**src/rtl/csic_pkg.sv**
```systemverilog
// Constants shared by the stack and interrupt control block.
// Assumes a single CPU clock; register offsets are I/O-space indices.
package csic_pkg;
    localparam int          SP_W          = 16;
    localparam int          NUM_SRC       = 8;
    localparam int          VEC_W         = 16;
    // I/O-space register indices
    localparam logic [5:0]  OFS_SP_LOW    = 6'h3d;
    localparam logic [5:0]  OFS_SP_HIGH   = 6'h3e;
    localparam logic [5:0]  OFS_FLAGS     = 6'h3f;
    localparam logic [5:0]  OFS_PAGE      = 6'h3b;
    localparam logic [5:0]  OFS_MCU_CTRL  = 6'h35;
    localparam logic [5:0]  OFS_IRQ_EN    = 6'h30;
    localparam logic [5:0]  OFS_IRQ_FLAG  = 6'h31;
    // Field positions
    localparam int          FLAGS_GIE_BIT = 7;
    localparam int          PAGE_BIT      = 0;
    localparam int          MCU_VECTOR_RELOCATE_SELECT_BIT = 1;
    // Reset values and page write mask
    localparam logic [7:0]  SP_RST        = 8'h00;
    localparam logic [7:0]  FLAGS_RST     = 8'h00;
    localparam logic [7:0]  PAGE_RST      = 8'h00;
    localparam logic [7:0]  PAGE_MASK     = 8'h01;
    // Vector layout: reset at 0, each source two words apart
    localparam logic [15:0] VEC_RESET     = 16'h0000;
    localparam logic [15:0] VEC_FIRST     = 16'h0002;
    localparam logic [15:0] VEC_STEP      = 16'h0002;
    // Interrupt entry and return length in clock cycles
    localparam int          ACCEPT_CYC    = 4;
    localparam int          RETURN_CYC    = 4;
    localparam logic [2:0]  ACCEPT_CNT    = 3'h4;
    localparam logic [2:0]  RETURN_CNT    = 3'h4;
    // Stack pointer operations
    typedef enum logic [2:0] {
        CSIC_SP_NONE  = 3'b000,
        CSIC_SP_PUSH1 = 3'b001,
        CSIC_SP_PUSH2 = 3'b010,
        CSIC_SP_POP1  = 3'b011,
        CSIC_SP_POP2  = 3'b100
    } csic_sp_op_t;
endpackage : csic_pkg

```
**src/rtl/csic_irq_flag.sv**
```systemverilog
// One interrupt source: latched flag or level request.
// Assumes the event input is synchronous to clk.
`timescale 1ns/10ps
module csic_irq_flag (
    input  wire logic clk,
    input  wire logic rst,
    input  wire logic is_level,
    input  wire logic event_in,
    input  wire logic sw_clear,
    input  wire logic hw_clear,
    output logic      req
);
    logic flag_r;

    // Set wins over either clear in the same cycle
    always_ff @(posedge clk) begin
        if (rst) begin
            flag_r <= 1'b0;
        end else if (event_in) begin
            flag_r <= 1'b1;
        end else if (sw_clear || hw_clear) begin
            flag_r <= 1'b0;
        end
    end

    // Level sources request only while their condition persists
    assign req = is_level ? event_in : flag_r;
endmodule : csic_irq_flag

```
**src/rtl/csic_stack_ptr.sv**
```systemverilog
// Stack pointer datapath with byte-wide software access.
// Assumes at most one of push, pop or write per cycle from the sequencer.
`timescale 1ns/10ps
module csic_stack_ptr #(
    parameter int SP_W = 16
) (
    input  wire logic            clk,
    input  wire logic            rst,
    input  csic_pkg::csic_sp_op_t op,
    input  wire logic            wr_low,
    input  wire logic            wr_high,
    input  wire logic [7:0]      wdata,
    output logic [SP_W-1:0]      sp
);
    initial begin
        if (SP_W != 16) $error("csic_stack_ptr supports SP_W of 16 only");
    end

    logic [SP_W-1:0] sp_r;
    logic [SP_W-1:0] sp_nxt;

    always_comb begin
        sp_nxt = sp_r;
        case (op)
            csic_pkg::CSIC_SP_PUSH1: sp_nxt = sp_r - 16'h0001;
            csic_pkg::CSIC_SP_PUSH2: sp_nxt = sp_r - 16'h0002;
            csic_pkg::CSIC_SP_POP1:  sp_nxt = sp_r + 16'h0001;
            csic_pkg::CSIC_SP_POP2:  sp_nxt = sp_r + 16'h0002;
            default:                 sp_nxt = sp_r;
        endcase
        if (wr_low) begin
            sp_nxt[7:0] = wdata;
        end
        if (wr_high) begin
            sp_nxt[15:8] = wdata;
        end
    end

    always_ff @(posedge clk) begin
        if (rst) begin
            sp_r <= {csic_pkg::SP_RST, csic_pkg::SP_RST};
        end else begin
            sp_r <= sp_nxt;
        end
    end

    assign sp = sp_r;
endmodule : csic_stack_ptr

```
**src/rtl/csic_core_ctrl.sv**
```systemverilog
// Stack pointer, program page select and interrupt control of the CPU core.
// Assumes an instruction sequencer on clk pulses one-cycle strobes and that
// peripheral events are already synchronous to clk.
// Function
// - A one-byte push stores data, then lowers the stack pointer by one.
// - Call or interrupt entry lowers the stack pointer by two.
// - Pops and returns raise the stack pointer by one per byte.
// - Stack pointer is two 8-bit read/write bytes, both reset to zero.
// - Page register bits 7..1 read zero; software writes zeros.
// - Page bit picks lower or upper program half for extended loads/stores.
// - Plain program load ignores the page bit.
// - CPU clock is the chip clock with no division.
// - Two-operand ALU read, compute and write back in one cycle.
// - A source is taken only with its enable and global enable both set.
// - Programmed boot lock bits suppress interrupts depending on PC.
// - Lower vector address wins; reset highest, external zero next.
// - Relocate bit moves irq vectors, reset fuse moves reset vector, to boot.
// - Entry clears global enable; return sets it; software may nest.
// - Vectoring clears the served flag; writing one also clears it.
// - Flags raised while disabled stay latched, then serve by priority.
// - Level sources request only while their condition lasts.
// - After return, one main instruction runs before the next interrupt.
// - Entry and return never save or restore the flags register.
// - Disable instruction blocks interrupts at once, even same-cycle ones.
// - After enable instruction, the next instruction runs before service.
// - Acceptance takes four cycles pushing the PC before the vector.
`timescale 1ns/10ps
module csic_core_ctrl #(
    parameter int          NUM_SRC    = csic_pkg::NUM_SRC,
    parameter logic [15:0] BOOT_START = 16'hf000
) (
    input  wire logic               clk,
    input  wire logic               rst,
    input  wire logic [5:0]         io_addr,
    input  wire logic               io_wr,
    input  wire logic               io_rd,
    input  wire logic [7:0]         io_wdata,
    output logic [7:0]              io_rdata,
    input  wire logic               push_byte,
    input  wire logic               call_push,
    input  wire logic               pop_byte,
    input  wire logic               sub_return,
    input  wire logic               irq_return,
    input  wire logic               instr_done,
    input  wire logic               irq_disable_instr,
    input  wire logic               irq_enable_instr,
    input  wire logic               flags_wr,
    input  wire logic [6:0]         alu_flags,
    input  wire logic [15:0]        pc,
    input  wire logic [15:0]        z_ptr,
    input  wire logic               extended_prog_load,
    input  wire logic               self_prog_store,
    input  wire logic               boot_reset_fuse,
    input  wire logic               boot_lock_app_bits,
    input  wire logic               boot_lock_boot_bits,
    input  wire logic [NUM_SRC-1:0] src_event,
    input  wire logic [NUM_SRC-1:0] src_is_level,
    output logic [15:0]             sp_out,
    output logic [16:0]             prog_addr,
    output logic                    irq_busy,
    output logic                    vector_valid,
    output logic [15:0]             vector_addr,
    output logic [7:0]              cpu_flags_reg
);
    initial begin
        if (NUM_SRC < 1 || NUM_SRC > 8) $error("NUM_SRC must be 1 to 8");
    end

    typedef enum logic [1:0] {
        CSIC_IDLE   = 2'b00,
        CSIC_ACCEPT = 2'b01,
        CSIC_RETURN = 2'b10
    } csic_state_t;

    csic_state_t          state_r;
    logic [2:0]           cnt_r;
    logic [7:0]           flags_r;
    logic [7:0]           page_r;
    logic [7:0]           mcu_r;
    logic [NUM_SRC-1:0]   en_r;
    logic [NUM_SRC-1:0]   req;
    logic [NUM_SRC-1:0]   hw_clr;
    logic [NUM_SRC-1:0]   sw_clr;
    logic                 hold_r;
    logic [2:0]           win_idx;
    logic                 win_any;
    logic                 take;
    logic                 boot_block;
    logic [15:0]          sp_w;
    logic [2:0]           win_r;
    logic                 ret_init_r;
    csic_pkg::csic_sp_op_t sp_op;

    wire wr_hit_flags = io_wr && io_addr == csic_pkg::OFS_FLAGS;

    // Sources
    genvar g;
    generate
        for (g = 0; g < NUM_SRC; g++) begin : g_src
            assign sw_clr[g] = io_wr && io_addr == csic_pkg::OFS_IRQ_FLAG && io_wdata[g];
            assign hw_clr[g] = state_r == CSIC_IDLE && take && win_idx == 3'(g);
            csic_irq_flag u_flag (
                .clk      (clk),
                .rst      (rst),
                .is_level (src_is_level[g]),
                .event_in (src_event[g]),
                .sw_clear (sw_clr[g]),
                .hw_clear (hw_clr[g]),
                .req      (req[g])
            );
        end
    endgenerate

    // Lowest index holds the lowest vector, so it wins
    always_comb begin
        win_idx = 3'h0;
        win_any = 1'b0;
        for (int i = NUM_SRC - 1; i >= 0; i--) begin
            if (req[i] && en_r[i]) begin
                win_idx = 3'(i);
                win_any = 1'b1;
            end
        end
    end

    // Interrupts suppressed while PC sits in a locked section
    assign boot_block = (boot_lock_app_bits && pc < BOOT_START) ||
                        (boot_lock_boot_bits && pc >= BOOT_START);

    // Global enable as registered; disable instruction blocks same cycle
    assign take = win_any && flags_r[csic_pkg::FLAGS_GIE_BIT] && !irq_disable_instr &&
                  !hold_r && !boot_block && instr_done;

    always_ff @(posedge clk) begin
        if (rst) begin
            state_r <= CSIC_IDLE;
            cnt_r   <= 3'h0;
        end else begin
            case (state_r)
                CSIC_IDLE: begin
                    if (take) begin
                        state_r <= CSIC_ACCEPT;
                        cnt_r   <= csic_pkg::ACCEPT_CNT - 3'h1;
                    end else if (irq_return) begin
                        state_r <= CSIC_RETURN;
                        cnt_r   <= csic_pkg::RETURN_CNT - 3'h1;
                    end
                end
                CSIC_ACCEPT, CSIC_RETURN: begin
                    if (cnt_r == 3'h1) begin
                        state_r <= CSIC_IDLE;
                    end
                    cnt_r <= cnt_r - 3'h1;
                end
                default: state_r <= CSIC_IDLE;
            endcase
        end
    end

    always_ff @(posedge clk) begin
        if (rst) begin
            win_r      <= 3'h0;
            ret_init_r <= 1'b0;
        end else begin
            if (state_r == CSIC_IDLE && take) begin
                win_r <= win_idx;
            end
            ret_init_r <= state_r == CSIC_IDLE && !take && irq_return;
        end
    end

    // One main instruction must complete after return or enable
    always_ff @(posedge clk) begin
        if (rst) begin
            hold_r <= 1'b0;
        end else if ((state_r == CSIC_RETURN && cnt_r == 3'h1) || irq_enable_instr) begin
            hold_r <= 1'b1;
        end else if (instr_done) begin
            hold_r <= 1'b0;
        end
    end

    // Flags register: only the enable bit is touched by entry and return
    always_ff @(posedge clk) begin
        if (rst) begin
            flags_r <= csic_pkg::FLAGS_RST;
        end else begin
            if (wr_hit_flags) begin
                flags_r <= io_wdata;
            end else if (flags_wr) begin
                flags_r[6:0] <= alu_flags;
            end
            if (state_r == CSIC_IDLE && take) begin
                flags_r[csic_pkg::FLAGS_GIE_BIT] <= 1'b0;
            end else if (irq_disable_instr) begin
                flags_r[csic_pkg::FLAGS_GIE_BIT] <= 1'b0;
            end else if (irq_enable_instr || (state_r == CSIC_RETURN && cnt_r == 3'h1)) begin
                flags_r[csic_pkg::FLAGS_GIE_BIT] <= 1'b1;
            end
        end
    end

    always_ff @(posedge clk) begin
        if (rst) begin
            page_r <= csic_pkg::PAGE_RST;
            mcu_r  <= 8'h00;
            en_r   <= '0;
        end else if (io_wr) begin
            if (io_addr == csic_pkg::OFS_PAGE) begin
                page_r <= io_wdata & csic_pkg::PAGE_MASK;
            end
            if (io_addr == csic_pkg::OFS_MCU_CTRL) begin
                mcu_r <= io_wdata;
            end
            if (io_addr == csic_pkg::OFS_IRQ_EN) begin
                en_r <= io_wdata[NUM_SRC-1:0];
            end
        end
    end

    // Stack pointer operations
    always_comb begin
        sp_op = csic_pkg::CSIC_SP_NONE;
        if (state_r == CSIC_IDLE && take) begin
            sp_op = csic_pkg::CSIC_SP_PUSH2;
        end else if (ret_init_r || sub_return) begin
            sp_op = csic_pkg::CSIC_SP_POP2;
        end else if (call_push) begin
            sp_op = csic_pkg::CSIC_SP_PUSH2;
        end else if (push_byte) begin
            sp_op = csic_pkg::CSIC_SP_PUSH1;
        end else if (pop_byte) begin
            sp_op = csic_pkg::CSIC_SP_POP1;
        end
    end

    csic_stack_ptr #(.SP_W(16)) u_sp (
        .clk     (clk),
        .rst     (rst),
        .op      (sp_op),
        .wr_low  (io_wr && io_addr == csic_pkg::OFS_SP_LOW),
        .wr_high (io_wr && io_addr == csic_pkg::OFS_SP_HIGH),
        .wdata   (io_wdata),
        .sp      (sp_w)
    );

    // Registered outputs
    always_ff @(posedge clk) begin
        if (rst) begin
            io_rdata      <= 8'h00;
            sp_out        <= 16'h0000;
            prog_addr     <= 17'h00000;
            irq_busy      <= 1'b0;
            vector_valid  <= 1'b0;
            vector_addr   <= csic_pkg::VEC_RESET;
            cpu_flags_reg <= csic_pkg::FLAGS_RST;
        end else begin
            sp_out        <= sp_w;
            cpu_flags_reg <= flags_r;
            irq_busy      <= state_r != CSIC_IDLE || take;
            if (extended_prog_load || self_prog_store) begin
                prog_addr <= {page_r[csic_pkg::PAGE_BIT], z_ptr};
            end else begin
                prog_addr <= {1'b0, z_ptr};
            end
            // Vector after the four-cycle push window ends
            vector_valid <= state_r == CSIC_ACCEPT && cnt_r == 3'h1;
            if (state_r == CSIC_ACCEPT && cnt_r == 3'h1) begin
                vector_addr <= (mcu_r[csic_pkg::MCU_VECTOR_RELOCATE_SELECT_BIT] ? BOOT_START : 16'h0000) +
                               csic_pkg::VEC_FIRST + 16'(win_r) * csic_pkg::VEC_STEP;
            end else if (!vector_valid) begin
                vector_addr <= boot_reset_fuse ? BOOT_START : csic_pkg::VEC_RESET;
            end
            io_rdata <= 8'h00;
            if (io_rd) begin
                case (io_addr)
                    csic_pkg::OFS_SP_LOW:   io_rdata <= sp_w[7:0];
                    csic_pkg::OFS_SP_HIGH:  io_rdata <= sp_w[15:8];
                    csic_pkg::OFS_FLAGS:    io_rdata <= flags_r;
                    csic_pkg::OFS_PAGE:     io_rdata <= page_r & csic_pkg::PAGE_MASK;
                    csic_pkg::OFS_MCU_CTRL: io_rdata <= mcu_r;
                    csic_pkg::OFS_IRQ_EN:   io_rdata <= 8'(en_r);
                    csic_pkg::OFS_IRQ_FLAG: io_rdata <= 8'(req);
                    default:                io_rdata <= 8'h00;
                endcase
            end
        end
    end
endmodule : csic_core_ctrl

```
**config.mk**
```make
export PLATFORM = sky130hd
export DESIGN_NAME = csic_core_ctrl
export DESIGN_NICKNAME = d
export VERILOG_FILES = /design/src/rtl/csic_pkg.sv /design/src/rtl/csic_irq_flag.sv /design/src/rtl/csic_stack_ptr.sv /design/src/rtl/csic_core_ctrl.sv
export SDC_FILE = /design/constraint.sdc
export NUM_CORES = 1
export LEC_CHECK = 0
export ABC_AREA = 1
export ABC_CLOCK_PERIOD_IN_PS = 3460
export BUFFER_PORTS_ARGS = -buffer_cell sky130_fd_sc_hd__buf_2
export CORE_MARGIN = 2
export CORE_UTILIZATION = 28
export DETAILED_ROUTE_END_ITERATION = 12
export GPL_TIMING_DRIVEN = 0
export SYNTH_ARGS = -nofsm -noshare
export SYNTH_HDL_FRONTEND = slang
export SYNTH_SLANG_ARGS = --single-unit
```
**constraint.sdc**
```tcl
create_clock -name clk -period 3.46 [get_ports clk]
set_input_delay 0.173 -clock clk [delete_from_list [all_inputs] [get_ports clk]]
set_output_delay 0.173 -clock clk [all_outputs]
set_load 0.02 [all_outputs]
```
-- Word-level counts from Yosys, hierarchy flattened
Index checks and enable logic that the tools add are counted.
- flip-flop bits (word level): 126
- output and inout bits: 67
- add/subtract/negate cells: 7
- order comparisons: 2
- equal/unequal tests: 24
- mux-type cells: 66
- bitwise operators: 2
- reductions and logical operators: 83
- operator list (kind ; count):
    16-bit 2-to-1 mux ; 4
    16-bit one-hot mux with 4 select lines ; 1
    8-bit one-hot mux with 7 select lines ; 1
    6-bit equality test (second input constant) ; 7
    1-bit logical AND ; 40
    1-bit 2-to-1 mux ; 36
    3-bit 2-to-1 mux ; 12
    16-bit by 2-bit adder with 16-bit output (second input constant) ; 2
    2-bit nonzero test ; 13
    16-bit by 1-bit adder with 16-bit output (second input constant) ; 1
    16-bit by 4-bit adder with 16-bit output ; 1
    16-bit greater-or-equal comparator (second input constant) ; 1
    16-bit < comparator (second input constant) ; 1
    8-bit 2-to-1 mux ; 2
    16-bit by 1-bit subtractor with 16-bit output (second input constant) ; 1
    16-bit by 2-bit subtractor with 16-bit output (second input constant) ; 1
    3-bit equality test (second input constant) ; 5
    7-bit 2-to-1 mux ; 2
    1-bit logical OR ; 13
    3-bit by 2-bit equality test with 1-bit output (second input constant) ; 4
    2-bit 2-to-1 mux ; 6
    2-bit AND reduction ; 5
    5-bit nonzero test ; 2
    3-bit by 1-bit equality test with 1-bit output (second input constant) ; 3
    other kinds (14) ; 20

-- Logic depth before layout (Yosys ltp)
Gate-level depths: netlist of run 1.
- word-level depth: 20
- gate-level depth with buffers: 21
- depth with buffers taken out: 21

-- Cells and area by module
Synthesis of run 1 repeated with hierarchy kept, for this count alone.
- cells, all modules: 1009
- area, all modules: 6860.3 um2
- by module, submodules not included (module ; instances ; cells each ; area an instance (um2) ; sequential area each (um2)):
    csic_core_ctrl ; 1 ; 524 ; 3856.2 ; 1821.7
    csic_stack_ptr ; 1 ; 421 ; 2573.7 ; 320.3
    csic_irq_flag ; 8 ; 8 ; 53.8 ; 20.0

-- Worst setup path before layout of run 1
Ideal clock, no wire load.
- path type: reg-to-reg
- start: register g_src[0].u_flag.flag_r
- end: register u_sp.sp_r[15] (netlist: u_sp.sp[15])
- data arrival time: 2719 ps
- data required time: 3329 ps
- setup slack: 611 ps
- stages on the path, launching flop included: 21
- path through: dfxtp_1 > inv_1 > nand2_1 > nand3_1 > nand2_1 > nor2_2 > nand2_2 > nand3_4 > nand3_1 > ha_1 > nand2_1 > nor3_1 > nor2_1 > o21ai_1 > nand2_1 > nand2_1 > nand3_1 > nand3_1 > nand2_1 > nand2_1 > a21oi_2
- cells in the longest elaborated chain, start to end: 13
- elaborated cells on any way between the ends: 17
- those cells by class: eq/ne (4); mux (5); reduce/logical (8)
- ends and longest elaborated chain (what ; line ; RTL):
    start, declared ; csic_irq_flag.sv:13 ; logic flag_r;
    start signal, assigned ; csic_irq_flag.sv:18 ; flag_r <= 1'b0;
    start signal, assigned ; csic_irq_flag.sv:20 ; flag_r <= 1'b1;
    start signal, assigned ; csic_irq_flag.sv:22 ; flag_r <= 1'b0;
    1-bit 2-to-1 mux * ; csic_irq_flag.sv:27 ; assign req = is_level ? event_in : flag_r;
    1-bit logical AND * ; csic_core_ctrl.sv:119 ; if (req[i] && en_r[i]) begin
    1-bit 2-to-1 mux * ; csic_core_ctrl.sv:119 ;
    1-bit logical AND * (3 in series) ; csic_core_ctrl.sv:131 ; assign take = win_any && flags_r[csic_pkg::FLAGS_GIE_BIT] && !irq_disable_instr &&
    1-bit logical AND * (2 in series) ; csic_core_ctrl.sv:132 ; !hold_r && !boot_block && instr_done;
    1-bit logical AND * ; csic_core_ctrl.sv:224 ; if (state_r == CSIC_IDLE && take) begin
    3-bit 2-to-1 mux * ; csic_core_ctrl.sv:224 ;
    3-bit equality test (tied with other cells) ; csic_stack_ptr.sv:24 ; case (op)
    16-bit one-hot mux with 4 select lines ; csic_stack_ptr.sv:24 ;
    8-bit 2-to-1 mux ; csic_stack_ptr.sv:34 ; if (wr_high) begin
    end signal, assigned ; csic_stack_ptr.sv:41 ; sp_r <= {csic_pkg::SP_RST, csic_pkg::SP_RST};
    end signal, assigned ; csic_stack_ptr.sv:43 ; sp_r <= sp_nxt;
    end, declared ; csic_stack_ptr.sv:19 ; logic [SP_W-1:0] sp_r;
Every way passes the cells marked *; elsewhere a longest branch is shown, timed or not.
A chain may end at the register's enable or synchronous reset.

-- Worst setup path in the final report of run 1
- start: input port src_event[1]
- end: register u_sp.sp_r[14] (netlist: u_sp.sp[14])
- cells in the longest elaborated chain, start to end: 14
- elaborated cells on any way between the ends: 18
- those cells by class: eq/ne (4); mux (6); reduce/logical (8)
- ends and longest elaborated chain (what ; line ; RTL):
    start, declared ; csic_core_ctrl.sv:56 ; input wire logic [NUM_SRC-1:0] src_event,
    1-bit 2-to-1 mux * ; csic_irq_flag.sv:27 ;
    1-bit logical AND * ; csic_core_ctrl.sv:119 ;
    1-bit 2-to-1 mux * (2 in series) ; csic_core_ctrl.sv:119 ;
    1-bit logical AND * (3 in series) ; csic_core_ctrl.sv:131 ;
    1-bit logical AND * (2 in series) ; csic_core_ctrl.sv:132 ;
    1-bit logical AND * ; csic_core_ctrl.sv:224 ;
    3-bit 2-to-1 mux * ; csic_core_ctrl.sv:224 ;
    3-bit equality test (tied with other cells) ; csic_stack_ptr.sv:24 ;
    16-bit one-hot mux with 4 select lines ; csic_stack_ptr.sv:24 ;
    8-bit 2-to-1 mux ; csic_stack_ptr.sv:34 ;
Marked as above.

==> results.md, run 1 <==
- Status: finished, final reports clean
- CP arrival: 3460 ps
- CTS Sinks: approximately 120
- Share of post-route cells with drive strength above 1: 22.8%
- Root Driver: clkbuf_16
- Synth Area in Simple Gates: a little over a quarter
- Final Cycle Share: a little over 90%
- Vias in the first global route: between 6k and 7k
- Crit path launch type: input pin
- Max Cap Viol: 0
- CTS tree: yes
- Final Critical Period: around 3200 ps
- Crit Path Class: input pin to register
- Final WL: roughly 21,000 um
- Worst skew pair latency: 420 ps
- Post-Place Cell Area: 7650 um2
- Chip Height: 157 um
- Util after Layout: about 37%
- First-pass GRT wire length: approximately 32,000 um
- Internal: 3500 uW
- Placed Cells: 1,374
- CP Max Fanout: 9
- RSZ-0062 raised after global routing: no
- Sw Ratio: between 40% and 50%
- Worst rel slew slack: between 40% and 50%
- Setup crit end kind: register
- Power Density: roughly 680 nW/um2
- Post-Syn Instances: between 900 and 1k
- Worst slew pin tran: a little over 800 ps
- Syn avg cell area: between 7 and 8 um2
- DR vias: ~6.7k
- Crit-path cells: dlygate4sd3_1 -> buf_2 -> inv_2 -> nand2_1 -> nand3_2 -> nand2_1 -> nor2_2 -> nand2_2 -> nand3_4 -> nand3_4 -> buf_4 -> inv_1 -> fa_1 -> o21ai_2 -> a21boi_0 -> nand3b_1 -> a21oi_1 -> o22ai_2 -> nand2_1 -> a21oi_1
- Fin Clk Skew: around 8.3 ps
- Final Hold Viols: 0
- Combinational power share: a little over two fifths
- IO Count: about 150
- Worst endpoint required time: 3730 ps
- H-tree depth: 4
- Largest family of logic cells by synthesized area: simple AND/OR/NAND/NOR gates
- Setup violations, final: 0
- Final #Nets: about 1.2k
- CTS max path bufs: 2
- Gr ovfl total: 0
- Hold Path Class: input pin to register
- Non-Filler Instances: ~1.4k
- DRC: 0
- Core footprint: ~23,000 um2
- VDD IR-drop max: 0.251 mV
- WP buf/inv: 5
- Mapped Area: 6570 um2
- Iteration count of the initial detailed-routing pass: 5
- Psw: 2370 uW
- Largest Register: prog_addr
- Port buffer count: 131
- Worst-path clk slew: about 60 ps
- Seq pwr share: 28.6%
- Seq cells post-synth: 115
- Std-Cell Rows: 56
- Initial antenna violation count: 3
- P_leak: 0.00417 uW
- Design area: 8600 um2
- Post-synthesis xor/xnor area fraction: under 10%
- Post-synthesis compound-gate area fraction: 18.4%
- Post-synthesis adder-cell area fraction: under 10%
- Slew Viols, Final: 0
- Crit-path max cell delay: between 500 and 600 ps
- Fmax: around 0.31 GHz
- Dpl hpwl: between 15,000 and 20,000 um
- Mux contribution to synthesized area: 0%
- Tot GR Track Use: approximately 17%
- Distinct cells, synth: 57
- Largest net degree at the start of global routing: 18
- Routed WL per cell: between 10 and 15 um
- Final Hold Slack: slightly below 10 ps
- Cts bufs inserted: 17
- Largest register FFs: 17
- Vias/cell: between 4 and 5
- Initial DRC Count: between 400 and 500
- Crit path max-delay family: simple AND/OR/NAND/NOR gates
- Starting density of the core: between 20 and 30%
- Synth warnings: 0
- Crit path top cell by count: nand2_1
- Final GP Congestion: around 0.9
- DRT antenna net count: 0
- Sequential cell area fraction in the yosys report: between 30% and 40%
- P&R area growth vs syn: 31.0%
- Final TNS setup: 0 ps
- Clock share of power: ~30%
- Slowest library cell on the worst path: dlygate4sd3_1
- Full die area: approximately 25,000 um2
- Die W: between 150 and 200 um
[cells by family after synthesis]
kind of cell / Yosys count
XOR/XNOR: 18
AND/OR/NAND/NOR: 370
buffers and inverters: 169
other: 1
adder cells (fa/ha/maj): 37
flip-flops: 115
AO/OA/AOI/OAI: 207
[final cells by class]
type,instances,area [um2]
tap,319,399
clock buffer,17,425
inverter,141,532
timing repair buffer,162,938
clock inverter,15,158
buffer,28,163
sequential,115,2300
multi-input combinational,641,3680
fill,2502,14700
antenna,2,5.00
[worst paths after layout]
path / startpoint / end / slack, ps / depth (start not counted)
min reg2reg: vector_addr[4]$_SDFFE_PP0P_ / vector_addr[4]$_SDFFE_PP0P_ / 470 / 2
max reg2reg: ret_init_r$_SDFF_PP0_ / u_sp.sp[13]$_SDFFE_PP0P_ / 300 / 13
max: src_event[1] / u_sp.sp[14]$_SDFFE_PP0P_ / 270 / 20
min: src_event[4] / g_src[4].u_flag.flag_r$_SDFFE_PP0P_ / 10 / 3
[synthesized netlist by cell type (all sizes together)]
library cell,count,area (um2)
a211oi,1,12.5
a21boi,3,26.3
a21o,5,37.5
a21oi,81,413
a221oi,4,35.0
a22oi,7,52.6
a31o,1,8.76
a31oi,13,81.3
a32o,1,10.0
a32oi,5,43.8
a41oi,2,17.5
and2,1,6.26
and3,1,6.26
buf,16,118
clkbuf,12,45.0
clkinv,1,3.75
conb,1,3.75
dfxtp,115,2300
fa,2,40.0
ha,35,438
inv,140,528
nand2,174,696
nand3,42,265
nand3b,3,22.5
nand4,10,62.6
nor2,123,569
nor3,12,65.1
nor3b,1,7.51
nor4,1,6.26
o211ai,6,50.1
o21ai,67,343
o22ai,8,56.3
o2bb2ai,1,8.76
o31ai,2,15.0
or2,2,12.5
xnor2,8,70.1
xor2,10,87.6
[power by group through the flow]
stage / Clock, uW / Sequential (uW) / Combinational, uW
finish: 1720 / 1680 / 2470
global route: 1800 / 1700 / 2770
global placement: 0 / 1700 / 2320
floorplan: 0 / 1710 / 1700
CTS: 1740 / 1670 / 2380
detailed placement: 0 / 1700 / 2340
[worst reg2reg max path, cell delays in order (launching register included)]
cell,delay [ps]
dfxtp_1,320
nor2_4,150
inv_1,140
nor3_2,460
nand3_4,240
buf_4,210
ha_1,320
a21oi_1,260
o21ai_0,220
a221oi_1,270
nand2_1,100
xor2_1,150
a21oi_1,160
nor2_1,50
[per-stage QoR]
| stage | setup slack, ps | total power (uW) |
|---|---|---|
| global placement | -88.1 | 4020 |
| floorplan | 611 | 3410 |
| detailed placement | -72.7 | 4040 |
| finish | 272 | 5870 |
| CTS | 84.2 | 5790 |
| global route | 23.9 | 6270 |
[timing repair]
action | CTS | global route
buffers inserted | 0 | 11
pin swaps | 0 | 2
cloned | 0 | 1
endpoints found under the setup margin | 5 | 8
hold buffers | 20 | 0
resized for setup | 2 | 9
endpoints found under the hold margin | 20 | 0
[layout by cell type, fill, tap and decap left out, types with 6 or more instances in the layout]
cell type	count
nand2_2	8
nand3_1	33
dlygate4sd3_1	20
inv_2	14
conb_1	8
buf_2	132
a31oi_1	13
a21oi_1	79
nand4_1	10
nand3_2	6
buf_4	22
o22ai_1	7
xor2_1	10
nand2_1	162
clkbuf_1	12
clkbuf_16	17
a22oi_1	7
inv_1	125
xnor2_1	8
nor2_1	110
o21ai_1	9
dfxtp_1	115
ha_1	32
nor3_1	10
o21ai_0	56
[per-layer routing]
metal	vias up	share of wire [%]	wire (um)	track usage [%]
met5	-	0.062	13	0
met1	3059	47	9970	23.7
li1	3387	-	-	-
met4	2	1.4	292	4.76
met2	243	44	9190	25.7
met3	25	7.6	1590	3.66
No activity file was read; power rests on OpenSTA's default activity.
==> run 2, diff against run 1 <==
--- a/config.mk
+++ b/config.mk
@@ -5,7 +5,7 @@
 export SDC_FILE = /design/constraint.sdc
 export NUM_CORES = 1
 export LEC_CHECK = 0
-export ABC_AREA = 1
+export ABC_AREA = 0
 export ABC_CLOCK_PERIOD_IN_PS = 3460
 export BUFFER_PORTS_ARGS = -buffer_cell sky130_fd_sc_hd__buf_2
 export CORE_MARGIN = 2
==> run 2 against run 1 <==
Net effect: the run now ends with setup timing left; fmax decreased by 14%; sequential power decreased by 4%; first-iteration DRC count rose by 12%; via count shrank 7.8%; critical path depth down 3; utilization rose by 2.6 points; clock power rose by 9%; global-route usage increased by 0.44 points; wire length decreased by 1.9%.
==> results.md, run 2 <==
- Final WL: 20,700 um (-1.9%)
- Std-Cell Rows: 54 (-3.6%)
- Sequential cell area fraction in the yosys report: 36.7% (+1.7 points)
- RSZ-0062 raised after global routing: yes
- CTS tree: yes
- Largest register FFs: 17 (unchanged)
- Synth area leaders: dfxtp_1 (37%), ha_1 (7.0%), nand2_1 (4.8%), nor2b_1 (4.5%), a21oi_1 (4.2%)
- Most frequent cell after synthesis: dfxtp_1
- Crit-path max cell delay: 460 ps (-50 ps)
- Tot GR Track Use: 17.2% (+0.44 points)
- Iteration count of the initial detailed-routing pass: 5 (unchanged)
- Antenna Cells: 0 (-2)
- Die W: 154 um (-2.2%)
- CTS Sinks: 115 (unchanged)
- Design area: 8650 um2 (+0.61%)
- First-pass GRT wire length: 32,000 um (-0.71%)
- Final #Nets: 1,058 (-14%)
- Largest net degree at the start of global routing: 17 (-1)
- Post-synth EDFFs: 0 (unchanged)
- Crit Path Class: register to register
- Psw: 1830 uW (-23%)
- Most frequent cells in the layout: buf_2 (130), dfxtp_1 (114), nand2_1 (78), nor2_1 (62), a21oi_1 (47)
- Combinational power share: 34.8% (-7.2 points)
- Mapped Area: 6270 um2 (-4.5%)
- Syn avg cell area: 8.55 um2 (+19%)
- Final Cycle Share: 107% (+15 points)
- DRT antenna net count: 0 (unchanged)
- Violated checks: setup timing
- Sw Ratio: 34.2% (-6.2 points)
- Largest Register: prog_addr
- Top cell type by total area after synthesis: dfxtp_1
- Worst rel slew slack: 36.5% (-9.5 points)
- Synth warnings: 0 (unchanged)
- Register area: 2300 um2 (about the same)
- Synth async-reset ratio: 0% (unchanged)
- Predominant post-synthesis flop cell: dfxtp_1
- Final GP Congestion: 0.878 (-2.7%)
- Slowest library cell on the worst path: a2111o_1
- Setup violations, final: 9 (+9)
- VDD IR-drop max: 0.295 mV (+18%)
- Clock share of power: 35.1% (+5.8 points)
- Share of post-route cells with drive strength above 1: 27.3% (+4.6 points)
- Final Critical Period: 3710 ps (+523 ps)
- Worst endpoint required time: 3720 ps (about the same)
- Hold Path Class: input pin to register
- Fmax: 0.269 GHz (-14%)
- Routed WL per cell: 16.8 um (+15%)
- Full die area: 23,600 um2 (-4.4%)
- Synth top area share: 36.7% (+1.7 points)
- Post-Place Cell Area: 7460 um2 (-2.4%)
- Pwr Total: 5340 uW (-8.9%)
- Final Hold Viols: 0 (unchanged)
- Slew Viols, Final: 0 (unchanged)
- Fin Clk Skew: 15.8 ps (+7.46 ps)
- Distinct cells, synth: 68 (+19%)
- Starting density of the core: 28.6% (+0.41 points)
- Crit path launch type: register
- Seq cells post-synth: 115 (unchanged)
- Initial antenna violation count: 1 (-2)
- CTS max path bufs: 2 (unchanged)
- Worst setup margin: -252 ps (-523 ps)
- Chip Height: 154 um (-2.2%)
- Post-Syn Instances: 733 (-20%)
- Worst slew pin tran: 946 ps (+136 ps)
- Vias in the first global route: 5,855 (-3.7%)
- Gr ovfl total: 0 (unchanged)
- Vias/cell: 5.05 (+8.3%)
- IO Count: 154 (unchanged)
- Most instantiated cells after synthesis: dfxtp_1 (115), nand2_1 (80), nor2_1 (63), a21oi_1 (52), nor2b_1 (45)
- Core footprint: 21,900 um2 (-5.9%)
- H-tree depth: 4 (unchanged)
- P_leak: 0.00363 uW (-13%)
- DR vias: 6,195 (-7.8%)
- Crit-path cells: mux2_4 -> a22o_4 -> nor4_4 -> buf_4 -> nor2_4 -> nor3_4 -> buf_6 -> nand2_8 -> ha_4 -> a21oi_2 -> nand4b_1 -> a2111o_1 -> a31oi_4 -> a221oi_4 -> o2111a_1 -> nor2_2 -> a41oi_2
- Filler cells: 2,195 (-12%)
- Worst skew pair latency: 430 ps (about the same)
- P&R area growth vs syn: 38.0%
- Status: finished, violations left
- Root Driver: clkbuf_16
- Internal: 3520 uW (+0.50%)
- Cts bufs inserted: 17 (unchanged)
- Seq pwr share: 30.1% (+1.5 points)
- Max Cap Viol: 0 (unchanged)
- Area taken by multi-input logic gates: 4010 um2 (+8.9%)
- Setup crit end kind: register
- Port buffer count: 129 (-1.5%)
- CP Max Fanout: 8 (-1)
- Initial DRC Count: 523 (+12%)
- Dpl hpwl: 14,800 um (-9.4%)
- Post-placement setup slack: -743 ps (-670 ps)
- Commonest non-fill, non-tap cell in the layout: buf_2
- CP arrival: 3970 ps (+510 ps)
- Worst-path clk slew: 60 ps (about the same)
- Power Density: 617 nW/um2 (-9.4%)
- DRC: 0 (unchanged)
## run 2: cells by family after synthesis
logic type / Yosys count / share of synthesized area [%]
compound gates: 187 / 20.8
xor+xnor: 24 / 3.35
fa+ha+maj: 37 / 7.62
buf+inv: 62 / 4.53
flops: 115 / 36.7
mux: 29 / 5.01
other cells: 1 / 0.0598
simple gates: 278 / 21.9
## run 2: worst paths after layout
path                                       startpoint                                   to  slack (ps)  depth (start not counted)
setup reg to reg  g_src[2].u_flag.flag_r$_SDFFE_PP0P_             u_sp.sp[15]$_SDFFE_PP0P_        -250                         17
hold reg to reg                 mcu_r[3]$_SDFFE_PP0P_                mcu_r[3]$_SDFFE_PP0P_         460                          2
setup / recovery  g_src[2].u_flag.flag_r$_SDFFE_PP0P_             u_sp.sp[15]$_SDFFE_PP0P_        -250                         17
hold / removal                           src_event[1]  g_src[1].u_flag.flag_r$_SDFFE_PP0P_          20                          3
## run 2: cell type report
type,count,share of cell area (%)
buffer,45,2.62
clock buffer,19,5.23
clock inverter,13,2.01
sequential,115,26.6
tap,280,4.05
multi-input combinational,563,46.3
timing repair buffer,175,12.4
inverter,17,0.737
## run 2: power groups by stage
stage / sequential [uW] / combinational, uW / clock, uW
5_1_grt: 1620 / 2040 / 1960
4_1_cts: 1600 / 1780 / 1900
3_3_place_gp: 1630 / 1630 / 0
2_1_floorplan: 1630 / 1220 / 0
3_5_place_dp: 1630 / 1640 / 0
6_report: 1610 / 1860 / 1880
## run 2: repair_timing
item	4_1_cts	5_1_grt
hold buffers	24	0
pin swaps	15	8
gates resized for setup	15	10
setup endpoints to repair	14	10
endpoints found under the hold margin	24	0
setup buffers	18	4
## run 2: through the flow
| stage | setup TNS [ps] | utilization, % | instances | hold slack (ps) |
|---|---|---|---|---|
| after floorplan | -694 | - | 740 | 265 |
| after detailed placement | -6710 | 34.1 | 1149 | 390 |
| after CTS | -1390 | 39.1 | 1223 | 2.21 |
| after global routing | -3450 | 39.5 | 1227 | 6.87 |
| after global placement | -6450 | 34.1 | 1149 | 388 |
| final | -1640 | 39.5 | 1227 | 15.1 |
## run 2: critical path: cells and delay by family (launching register included)
family | cells | cell delay [ps]
AOI/OAI and AO/OA | 7 | 1330
adders and majority gates | 1 | 300
buffers and inverters | 2 | 330
DFF | 1 | 320
muxes | 1 | 270
and+or+nand+nor | 6 | 970
## run 2: layer usage
metal | global-route usage, % | wire [um]
met5 | 0 | 7
met4 | 5.81 | 367
met3 | 4.93 | 1610
met2 | 25.9 | 9100
met1 | 23.7 | 9580
==> run 3, diff against run 2 <==
--- a/config.mk
+++ b/config.mk
@@ -9,9 +9,11 @@
 export ABC_CLOCK_PERIOD_IN_PS = 3460
 export BUFFER_PORTS_ARGS = -buffer_cell sky130_fd_sc_hd__buf_2
 export CORE_MARGIN = 2
-export CORE_UTILIZATION = 28
+export CORE_UTILIZATION = 45
 export DETAILED_ROUTE_END_ITERATION = 12
 export GPL_TIMING_DRIVEN = 0
+export PLACE_DENSITY = 0.69
 export SYNTH_ARGS = -nofsm -noshare
 export SYNTH_HDL_FRONTEND = slang
+export SYNTH_HIERARCHICAL = 1
 export SYNTH_SLANG_ARGS = --single-unit
==> run 3 against run 2 <==
Net effect: critical path depth down 1; sequential cell count unchanged; via count up 2.0%; clock skew down 3.4 ps; the run still ends with setup timing left; setup slack worse by 350 ps; cell area up 3.9%; largest power group is now combinational logic; synthesized cell count up 0.55%.
==> results.md, run 3 <==
- Violated checks: setup timing
- Dpl hpwl: 14,400 um (-3.2%)
- Fin Clk Skew: 12.4 ps (-3.38 ps)
- Final Cycle Share: 117% (+10 points)
- Final Hold Slack: 4.62 ps (-10.5 ps)
- Core footprint: 14,000 um2 (-36%)
- Post-Syn Instances: 737 (+0.55%)
- H-tree depth: 4 (unchanged)
- CTS tree: yes
- Final #Nets: 1,067 (+0.85%)
- Largest register FFs: 17 (unchanged)
- Root Driver: clkbuf_16
- Max Cap Viol: 0 (unchanged)
- R2r worst-path depth: 16 (-1)
- Std-Cell Rows: 43 (-20%)
- Worst-path clk slew: 60 ps (about the same)
- Final Critical Period: 4060 ps (+351 ps)
- Mapped Area: 6500 um2 (+3.7%)
- Final Hold Viols: 0 (unchanged)
- Post-Place Cell Area: 7640 um2 (+2.4%)
- Synth async-reset ratio: 0% (unchanged)
- Final WL: 20,600 um (-0.40%)
- P&R area growth vs syn: 38.4%
- IO Count: 154 (unchanged)
- Post-synth EDFFs: 0 (unchanged)
- Commonest non-fill, non-tap cell in the layout: buf_2
- Most frequent cell after synthesis: dfxtp_1
- Share of post-route cells with drive strength above 1: 33.9% (+6.5 points)
- Starting density of the core: 46.5% (+18 points)
- Antenna Cells: 0 (unchanged)
- Initial antenna violation count: 0 (-1)
- Vias/cell: 5.57 (+10%)
- DRC: 0 (unchanged)
- Initial DRC Count: 470 (-10%)
- Cts bufs inserted: 17 (unchanged)
- Combinational power share: 41.8% (+7.0 points)
- Psw: 2050 uW (+12%)
- Predominant post-synthesis flop cell: dfxtp_1
- Synth warnings: 6 (+6)
- Power Density: 628 nW/um2 (+1.7%)
- RSZ-0062 raised after global routing: yes
- Fmax: 0.246 GHz (-8.6%)
- Final TNS setup: -6660 ps (-5020 ps)
- Iteration count of the initial detailed-routing pass: 6 (+1)
- Setup violations, final: 15 (+6)
- Synth area leaders: dfxtp_1 (35%), ha_1 (7.1%), nor2b_1 (4.5%), a21oi_1 (4.5%), nor2_1 (3.9%)
- Worst endpoint required time: 3800 ps (+80 ps)
- P_leak: 0.00392 uW (+8.0%)
- Synth top area share: 35.4% (-1.3 points)
- Pwr Total: 5650 uW (+5.7%)
- Worst slew pin tran: 646 ps (-299 ps)
- Top cell type by total area after synthesis: dfxtp_1
- Chip Height: 124 um (-19%)
- Crit path launch type: register
- Hold depth: 3 (unchanged)
- Final GP Congestion: 0.926 (+5.4%)
- Hold Path Class: input pin to register
- First-pass GRT wire length: 31,200 um (-2.4%)
- Status: finished, violations left
- Worst skew pair latency: 420 ps (about the same)
- Port buffer count: 131 (+1.6%)
- Most frequent cells in the layout: buf_2 (133), dfxtp_1 (114), nor2_1 (62), a21oi_1 (49), nand2_1 (47)
- CP Max Fanout: 5 (-3)
- Largest Register: prog_addr
- Full die area: 15,400 um2 (-35%)
- DRT antenna net count: 0 (unchanged)
- Tot GR Track Use: 27.0% (+9.8 points)
- CTS Sinks: 115 (unchanged)
- Syn avg cell area: 8.82 um2 (+3.1%)
- Routed WL per cell: 18.1 um (+7.8%)
- Worst rel slew slack: 56.5% (+20 points)
- Design area: 9000 um2 (+3.9%)
- Largest net degree at the start of global routing: 17 (unchanged)
- Crit Path Class: register to register
- Internal: 3590 uW (+2.2%)
- Gr ovfl total: 0 (unchanged)
- Seq cells post-synth: 115 (unchanged)
- CTS max path bufs: 2 (unchanged)
- VDD IR-drop max: 0.423 mV (+43%)
- DR vias: 6,318 (+2.0%)
- Slew Viols, Final: 0 (unchanged)
- Worst setup margin: -603 ps (-351 ps)
- Most instantiated cells after synthesis: dfxtp_1 (115), nor2_1 (68), a21oi_1 (58), nand2_1 (53), nor2b_1 (47)
- Distinct cells, synth: 73 (+7.4%)
- Seq pwr share: 28.9% (-1.2 points)
- Setup crit end kind: register
- Clock share of power: 29.3% (-5.8 points)
- Sequential cell area fraction in the yosys report: 35.4% (-1.3 points)
- CP arrival: 4400 ps (+430 ps)
- Vias in the first global route: 5,895 (+0.68%)
- Sw Ratio: 36.3% (+2.2 points)
- Die W: 124 um (-19%)
run 3: cell families (layout without fill, tap and decap cells):
kind of cell               Yosys count  after routing  synth area share, %
muxes                               52             52                 8.57
buffers and inverters               75            285                 5.22
and+or+nand+nor                    247            247                 19.6
other                                1              8               0.0577
AOI/OAI and AO/OA                  178            178                 19.3
DFF                                115            115                 35.4
adders and majority gates           39             39                 7.74
xor gates and xnor gates            30             30                 4.04
run 3: final cells by class:
cell class / count / area, um2
tap: 180 / 225
inverter: 34 / 133
fill: 1181 / 4990
timing repair buffer: 179 / 1130
sequential: 115 / 2300
clock inverter: 12 / 108
buffer: 40 / 214
multi-input combinational: 554 / 4430
clock buffer: 20 / 457
run 3: final timing paths:
path	slack, ps	endpoint	startpoint
max	-600	u_sp/sp[7]$_SDFFE_PP0P_	g_src[7].u_flag/flag_r$_SDFFE_PP0P_
min	5	g_src[1].u_flag/flag_r$_SDFFE_PP0P_	src_event[1]
max reg2reg	-600	u_sp/sp[7]$_SDFFE_PP0P_	g_src[7].u_flag/flag_r$_SDFFE_PP0P_
min reg2reg	480	vector_addr[2]$_SDFFE_PP0P_	vector_addr[2]$_SDFFE_PP0P_
run 3: routing by layer:
metal | routed length (um) | GRT usage (%) | share of wire [%]
met5 | 0 | 0 | 0
met3 | 1570 | 5.36 | 7.6
met4 | 465 | 9.97 | 2.3
met1 | 9080 | 36.0 | 44
met2 | 9470 | 43.3 | 46
run 3: critical path: stages (launching register included):
cell	delay, ps
dfxtp_2	320
mux2_4	280
a22o_1	260
or4b_4	560
and4_4	260
nor3_4	280
nor2b_4	280
nand2_8	100
buf_8	160
ha_4	280
o21ai_2	60
o211ai_1	190
nand2_2	160
xnor2_2	160
nor2_1	50
or4_1	410
a21oi_1	160
run 3: timing repair:
action / 4_1_cts / 5_1_grt
buffers inserted: 23 / 7
pin swaps: 33 / 19
cloned: 0 / 1
hold endpoints to repair: 16 / 0
gates resized for setup: 53 / 18
endpoints found under the setup margin: 15 / 15
hold buffers: 17 / 0
run 3: power by group through the flow:
stage | logic (uW) | registers (uW) | clock network, uW
global placement | 1860 | 1640 | 0
detailed placement | 1860 | 1640 | 0
CTS | 2130 | 1620 | 1670
finish | 2360 | 1630 | 1660
global route | 2540 | 1640 | 1740
floorplan | 1400 | 1620 | 0
run 3: per-stage QoR:
step | cells | worst slack, ps | util, %
after CTS | 1127 | -491 | 63.1
final | 1134 | -603 | 64.3
after detailed placement | 1055 | -970 | 54.6
after floorplan | 744 | -325 | -
after global routing | 1134 | -711 | 64.3
after global placement | 1055 | -929 | 54.6
